$ cat config.mk
export PLATFORM = sky130hd
export DESIGN_NAME = csb_sideband
export DESIGN_NICKNAME = d
export VERILOG_FILES = /design/src/shared/csb_pkg.sv /design/src/hw/csb_sideband.sv /design/src/hw/csb_sync2.sv
export SDC_FILE = /design/constraint.sdc
export NUM_CORES = 1
export LEC_CHECK = 0
export ABC_CLOCK_PERIOD_IN_PS = 2000
export BUFFER_PORTS_ARGS = -buffer_cell sky130_fd_sc_hd__buf_2
export CAP_MARGIN = 20
export CORE_MARGIN = 2
export CORE_UTILIZATION = 34
export DETAILED_ROUTE_END_ITERATION = 16
export GPL_TIMING_DRIVEN = 0
export HOLD_SLACK_MARGIN = 0.02
export PLACE_DENSITY = 0.57
export RECOVER_POWER = 100
export REMOVE_ABC_BUFFERS = 1
export SYNTH_ARGS = -nofsm -noshare
export SYNTH_HDL_FRONTEND = slang
export SYNTH_HIERARCHICAL = 1
export SYNTH_SLANG_ARGS = --single-unit
$ cat constraint.sdc
create_clock -name clock_in -period 2 [get_ports clock_in]
set_clock_uncertainty 0.1 [all_clocks]
set_input_delay 0.2 -clock clock_in [delete_from_list [all_inputs] [get_ports clock_in]]
set_output_delay 0.2 -clock clock_in [all_outputs]
set_load 0.01 [all_outputs]
$ cat src/shared/csb_pkg.sv
// Package of constants for the sideband error, init and lock block
package csb_pkg;
   // ==========================================================
   // Reset values of sticky and mode state
   localparam logic INT_ERR_RESET = 1'b0;
   localparam logic LIC_EN_RESET = 1'b1;
   // ==========================================================
   // Synchroniser depth and bit positions of the local irq pins
   localparam int SYNC_STAGES = 2;
   localparam int LIRQ_MASKABLE_BIT = 0;
   localparam int LIRQ_NMI_BIT = 1;
   // ==========================================================
   // Cycles the shutdown request is held on the core side
   localparam logic [3:0] SHUTDOWN_HOLD = 4'h1;
endpackage

$ cat src/hw/csb_sideband.sv
// Sideband logic: internal error, numeric error, init, irq pins, lock
`timescale 1ns/1ns
`default_nettype none
module csb_sideband (
   // Clock and reset
   input wire logic clock_in,
   input wire logic rst_n_in,
   // Core error and numeric status
   input wire logic internal_error_detect_in,
   input wire logic fp_error_pending_in,
   input wire logic fp_noncontrol_issue_in,
   input wire logic native_numeric_error_enable_in,
   // Asynchronous pins
   input wire logic ignore_numeric_error_n_in,
   input wire logic soft_init_n_in,
   input wire logic [1:0] local_irq_pins_in,
   // Local interrupt controller configuration
   input wire logic lic_cfg_write_in,
   input wire logic lic_cfg_enable_in,
   // Lock sequencing from the core and the lock wire level
   input wire logic lock_seq_start_in,
   input wire logic lock_seq_end_in,
   input wire logic lock_n_pin_in,
   // Error outputs
   output logic internal_error_n_out,
   output logic shutdown_req_out,
   output logic fp_exception_out,
   // Init outputs
   output logic int_reg_reset_out,
   output logic fetch_reset_vector_out,
   output logic snoop_enable_out,
   output logic self_test_out,
   // Interrupt outputs
   output logic lic_enabled_out,
   output logic [1:0] lic_irq_out,
   output logic maskable_irq_out,
   output logic nmi_out,
   // Lock pin
   output logic lock_n_pin_out,
   output logic lock_n_pin_oe_out,
   output logic lock_seen_out
);
   // ==========================================================
   // Synchronisers
   logic [4:0] raw_async;
   logic [4:0] sync_vec;
   logic ign_sync;
   logic init_sync;
   logic [1:0] lirq_sync;
   logic lock_sync;

   assign raw_async = {~lock_n_pin_in, local_irq_pins_in,
                       ~soft_init_n_in, ~ignore_numeric_error_n_in};

   csb_sync2 #(
      .WIDTH(5)
   ) u_sync (
      .clock_in(clock_in),
      .rst_n_in(rst_n_in),
      .async_in(raw_async),
      .sync_out(sync_vec)
   );

   assign ign_sync = sync_vec[0];
   assign init_sync = sync_vec[1];
   assign lirq_sync = sync_vec[3:2];
   assign lock_sync = sync_vec[4];

   // ==========================================================
   // State
   typedef enum logic [2:0] {
      CSB_RST = 3'b001,
      CSB_RUN = 3'b010,
      CSB_INIT = 3'b100
   } csb_state_e;

   csb_state_e state_reg;
   csb_state_e state_next;
   logic internal_error_out_reg;
   logic internal_error_out_next;
   logic [3:0] shut_cnt_reg;
   logic [3:0] shut_cnt_next;
   logic shut_reg;
   logic shut_next;
   logic fpx_reg;
   logic fpx_next;
   logic intrst_reg;
   logic intrst_next;
   logic fetch_reg;
   logic fetch_next;
   logic bist_reg;
   logic bist_next;
   logic lic_en_reg;
   logic lic_en_next;
   logic [1:0] lic_irq_reg;
   logic [1:0] lic_irq_next;
   logic maskable_irq_reg;
   logic maskable_irq_next;
   logic nmi_reg;
   logic nmi_next;
   logic lock_drv_reg;
   logic lock_drv_next;
   logic lock_seen_reg;
   logic lock_seen_next;
   logic ignore_eff;

   always_comb
   begin
      state_next = state_reg;
      internal_error_out_next = internal_error_out_reg;
      shut_cnt_next = shut_cnt_reg;
      shut_next = 1'b0;
      intrst_next = 1'b0;
      fetch_next = 1'b0;
      bist_next = bist_reg;
      lic_en_next = lic_en_reg;
      lock_drv_next = lock_drv_reg;
      if (internal_error_detect_in)
      begin
         internal_error_out_next = 1'b1;
      end
      if (internal_error_detect_in && !internal_error_out_reg)
      begin
         shut_cnt_next = csb_pkg::SHUTDOWN_HOLD;
      end
      else if (shut_cnt_reg != 4'h0)
      begin
         shut_cnt_next = shut_cnt_reg - 4'h1;
      end
      if (shut_cnt_reg != 4'h0)
      begin
         shut_next = 1'b1;
      end
      ignore_eff = ign_sync && !native_numeric_error_enable_in;
      fpx_next = fp_noncontrol_issue_in && fp_error_pending_in &&
                 !ignore_eff;
      unique case (state_reg)
         CSB_RST:
         begin
            bist_next = init_sync;
            state_next = CSB_RUN;
         end
         CSB_RUN:
         begin
            bist_next = 1'b0;
            if (init_sync)
            begin
               state_next = CSB_INIT;
            end
         end
         CSB_INIT:
         begin
            intrst_next = 1'b1;
            if (!init_sync)
            begin
               fetch_next = 1'b1;
               intrst_next = 1'b0;
               state_next = CSB_RUN;
            end
         end
      endcase
      if (lic_cfg_write_in)
      begin
         lic_en_next = lic_cfg_enable_in;
      end
      lic_irq_next = lic_en_reg ? lirq_sync : 2'h0;
      maskable_irq_next = !lic_en_reg && lirq_sync[csb_pkg::LIRQ_MASKABLE_BIT];
      nmi_next = !lic_en_reg && lirq_sync[csb_pkg::LIRQ_NMI_BIT];
      if (lock_seq_start_in)
      begin
         lock_drv_next = 1'b1;
      end
      else if (lock_seq_end_in)
      begin
         lock_drv_next = 1'b0;
      end
      // show line state to partner logic
      lock_seen_next = lock_sync;
   end

   always_ff @(posedge clock_in)
   begin
      if (!rst_n_in)
      begin
         state_reg <= CSB_RST;
         internal_error_out_reg <= csb_pkg::INT_ERR_RESET;
         shut_cnt_reg <= 4'h0;
         shut_reg <= 1'b0;
         fpx_reg <= 1'b0;
         intrst_reg <= 1'b0;
         fetch_reg <= 1'b0;
         bist_reg <= 1'b0;
         lic_en_reg <= csb_pkg::LIC_EN_RESET;
         lic_irq_reg <= 2'h0;
         maskable_irq_reg <= 1'b0;
         nmi_reg <= 1'b0;
         lock_drv_reg <= 1'b0;
         lock_seen_reg <= 1'b0;
      end
      else
      begin
         state_reg <= state_next;
         internal_error_out_reg <= internal_error_out_next;
         shut_cnt_reg <= shut_cnt_next;
         shut_reg <= shut_next;
         fpx_reg <= fpx_next;
         intrst_reg <= intrst_next;
         fetch_reg <= fetch_next;
         bist_reg <= bist_next;
         lic_en_reg <= lic_en_next;
         lic_irq_reg <= lic_irq_next;
         maskable_irq_reg <= maskable_irq_next;
         nmi_reg <= nmi_next;
         lock_drv_reg <= lock_drv_next;
         lock_seen_reg <= lock_seen_next;
      end
   end

   // ==========================================================
   // Outputs
   assign internal_error_n_out = ~internal_error_out_reg;
   assign shutdown_req_out = shut_reg;
   assign fp_exception_out = fpx_reg;
   assign int_reg_reset_out = intrst_reg;
   assign fetch_reset_vector_out = fetch_reg;
   assign snoop_enable_out = 1'b1;
   assign self_test_out = bist_reg;
   assign lic_enabled_out = lic_en_reg;
   assign lic_irq_out = lic_irq_reg;
   assign maskable_irq_out = maskable_irq_reg;
   assign nmi_out = nmi_reg;
   assign lock_n_pin_out = 1'b0;
   assign lock_n_pin_oe_out = lock_drv_reg;
   assign lock_seen_out = lock_seen_reg;
endmodule
`default_nettype wire

$ cat src/hw/csb_sync2.sv
// Two-flop synchroniser for asynchronous sideband inputs
`timescale 1ns/1ns
`default_nettype none
module csb_sync2 #(
   parameter int WIDTH = 1
) (
   // Clock and reset
   input wire logic clock_in,
   input wire logic rst_n_in,
   // Data
   input wire logic [WIDTH-1:0] async_in,
   output logic [WIDTH-1:0] sync_out
);
   logic [WIDTH-1:0] meta_reg;
   logic [WIDTH-1:0] meta_next;
   logic [WIDTH-1:0] sync_reg;
   logic [WIDTH-1:0] sync_next;

   always_comb
   begin
      meta_next = async_in;
      sync_next = meta_reg;
   end

   // Flops keep sampling in reset so pin levels are current at release
   always_ff @(posedge clock_in)
   begin
      meta_reg <= meta_next;
      sync_reg <= sync_next;
   end

   assign sync_out = sync_reg;
endmodule
`default_nettype wire

==> impl_results.md <==
- RSZ-0062 raised after global routing: false
- Hold Vio Cnt, Final: 0
- Prevailing post-synth register cell: dfxtp_1
- First-pass GRT wire length: 2.725 mm
- Hold_ws: 56.09 ps
- Final core occ: 48.81%
- Antenna-violating nets left: 0
- CTS Buf Count: 5
- Net switching power: 0.0003736 W
- Net Sw Frac: 27.62%
- FF+latch area: approximately 600 sq um
- Pint: 0.0009791 W
- Capturing point of the worst reg2reg path: shut_cnt_reg[0]$_SDFFE_PN0P_
- Top-level port count: 30
- CTS tree: yes
- Clock share of power: 25.4%
- Hold Crit Depth: 2
- Final setup vio count: 0
- Syn Inst Count: slightly below 90
- Reg2reg setup slack: 550 ps
- Max-cap violation count: 0
- Sequential share of the synthesized area: approximately two thirds
- Critical Path End Type: flip-flop
- Syn Area/Cell: between 10 and 15 sq um
- Worst reg2reg path startpoint: shut_cnt_reg[0]$_SDFFE_PN0P_
- Synth Area in XOR/XNOR: 3.774%
- Clock Sinks: 30
- Clock buffer depth: 2
- Tcrit/Tclk final: 95.22%
- Fin cells: around 160
- Data arrival time of the worst path: 2010 ps
- Placed cells: 140
- Setup_tns: 0 ps
- Mux contribution to synthesized area: around 1.1%
- Seq cells post-synth: 30
- Async S/R FF share, synth: 0%
- Number of flops mapped to enable cells by yosys: 0
- Leak: between 0.5 and 0.6 nW
- Synth Area in Compound Gates: under 10%
- DR WL/cell: between 9 and 10 um
- Commonest non-fill, non-tap cell in the layout: dfxtp_1
- YS warnings: 6
- Synth unique cells: 26
- Worst Hold Class: input port to flip-flop
- Die width: around 56 um
- Final HPWL DP: 1.026 mm
- Grt ovf: 0
- Ant diodes: 0
- Overall fraction of global-route tracks in use: between 10% and 20%
- Nets: approximately 150
- Commonest cells after routing, fill and taps aside: dfxtp_1 (30), clkbuf_1 (14), buf_2 (13), dlygate4sd3_1 (12), inv_1 (10)
- Post-CTS sizing: 0
- VDD IR-drop max: ~670 uV
- Layout area overhead: 32.61%
- Core Area: 0.002522 sq mm
- Port Buffers: 27
- Initial antenna violation count: 0
- Clk root buf: clkbuf_4
- Num rows: 18
- Worst hold start: rst_n_in
- Run status: completed
- Via density: 4.297
- Comb pwr share: 21.9%
- # DRC: 0
- Largest net degree at the start of global routing: 12
- H-tree lvl count: 2
- Final Max Slew Viols: 0
- Clock transition at path regs: 80 ps
- Fmax: about 0.53 GHz
- Largest family of logic cells by synthesized area: simple AND/OR/NAND/NOR gates
- Mapped Area: 928.4 sq um
- Synthesized-area fraction occupied by adder cells: between 2 and 3%
- DIE HEIGHT: roughly 56 um
- Post-route minimum period: between 1500 and 2000 ps
- Pwr/cell area: about 1100 mW/mm^2
- Footprint of the multi-input gates: between 200 and 300 sq um
- Number of global-route vias before repair: 651
- Simple-gate area share of the yosys netlist: 14.02%
- Die footprint: around 0.0032 sq mm
- Iter 0 DRT Violations: 2
- Fillers: between 200 and 250
- WL final: roughly 1.6 mm
- Initial Util: between 30% and 40%
- Placer Congestion: 0.6867
- Fraction of layout cells with a size suffix above 1: 15.63%
- Startpoint types: input port
- Max FO, Critical Path: 1
- Vias: around 680
- R2R depth: 5
- CP required: ~2100 ps
- Sequential power share: roughly 53%
- Hold EP: lic_enabled_out$_SDFFE_PN1P_
- Clock Latency Late Sink: around 320 ps
- Initial DRT Pass Iterations: 4
- Crit Path Category: input port to flip-flop
==> how the worst max path moves through the flow <==
stage | startpoint | endpoint | depth (start not counted)
finish | fp_error_pending_in | fp_exception_out$_SDFF_PN0_ | 6
detailed placement | shut_cnt_reg[0]$_SDFFE_PN0P_ | shut_cnt_reg[0]$_SDFFE_PN0P_ | 5
CTS | fp_error_pending_in | fp_exception_out$_SDFF_PN0_ | 6
global route | fp_error_pending_in | fp_exception_out$_SDFF_PN0_ | 6
global placement | shut_cnt_reg[0]$_SDFFE_PN0P_ | shut_cnt_reg[0]$_SDFFE_PN0P_ | 5
floorplan | shut_cnt_reg[0]$_SDFFE_PN0P_ | shut_cnt_reg[0]$_SDFFE_PN0P_ | 5
==> power groups by stage <==
stage | Clock (W) | Combinational, W | Sequential [W]
global placement | 0 | 0.000279 | 0.000723
detailed placement | 0 | 0.000287 | 0.000726
CTS | 0.000359 | 0.000306 | 0.000713
global route | 0.000384 | 0.000338 | 0.000724
finish | 0.000343 | 0.000296 | 0.000713
floorplan | 0 | 0.000213 | 0.000728
==> kinds of logic (layout without fill, tap and decap cells) <==
logic type               count (synthesis)  in the layout
AND/OR/NAND/NOR                         25             25
XOR/XNOR                                 4              4
other                                    2              2
adder cells (fa/ha/maj)                  2              2
flip-flops                              30             30
buffers and inverters                   15             56
AO/OA/AOI/OAI                            8              8
multiplexers                             1              1
==> cells in the mapped netlist (2+ instances only) <==
library cell	n	area share (%)
nor3b_1	2	1.6
and2_1	2	1.3
xnor2_1	3	2.8
nand3_1	4	2.2
dfxtp_1	30	65
nor2_1	9	3.6
conb_1	2	0.81
nand2_1	2	0.81
buf_4	2	1.6
inv_1	10	4.0
a21oi_1	4	2.2
and3_1	2	1.3
ha_1	2	2.7
==> layer usage <==
| layer | part of all wire (%) | up-vias | global-route usage (%) | wire length [um] |
|---|---|---|---|---|
| li1 | - | 351 | - | - |
| met3 | 6.1 | 7 | 6.221 | 95 |
| met5 | 0 | - | 0 | 0 |
| met1 | 41 | 303 | 12.77 | 646 |
| met4 | 3.1 | 0 | 7.143 | 48 |
| met2 | 50 | 18 | 17.31 | 776 |
==> cell type report <==
class	count	area share (%)
Inverter	11	3.354
Multi-Input combinational cell	42	21.34
Clock buffer	6	4.167
Sequential cell	30	48.78
Timing Repair Buffer	39	19.31
Tap cell	30	3.049
==> critical path, stage by stage <==
cell and delay (ps):
dlygate4sd3_1 530, buf_2 120, nand3_1 50, dlygate4sd3_1 540, a21oi_1 40, dlygate4sd3_1 540
==> through the flow <==
stage	power, W	cell area, sq um	setup WS, ps
3_3_place_gp	0.001002	1077	580.8
2_1_floorplan	0.0009405	904.6	646.4
4_1_cts	0.001378	1249	118.9
5_1_grt	0.001445	1231	17.67
6_report	0.001353	1231	95.69
3_5_place_dp	0.001012	1077	566.1
==> repair_timing <==
action,in CTS,in global routing
setup buffers,0,0
hold buffers,12,0
hold endpoints to repair,9,0
setup endpoints to repair,0,0
No activity file was read; power rests on OpenSTA's default activity.
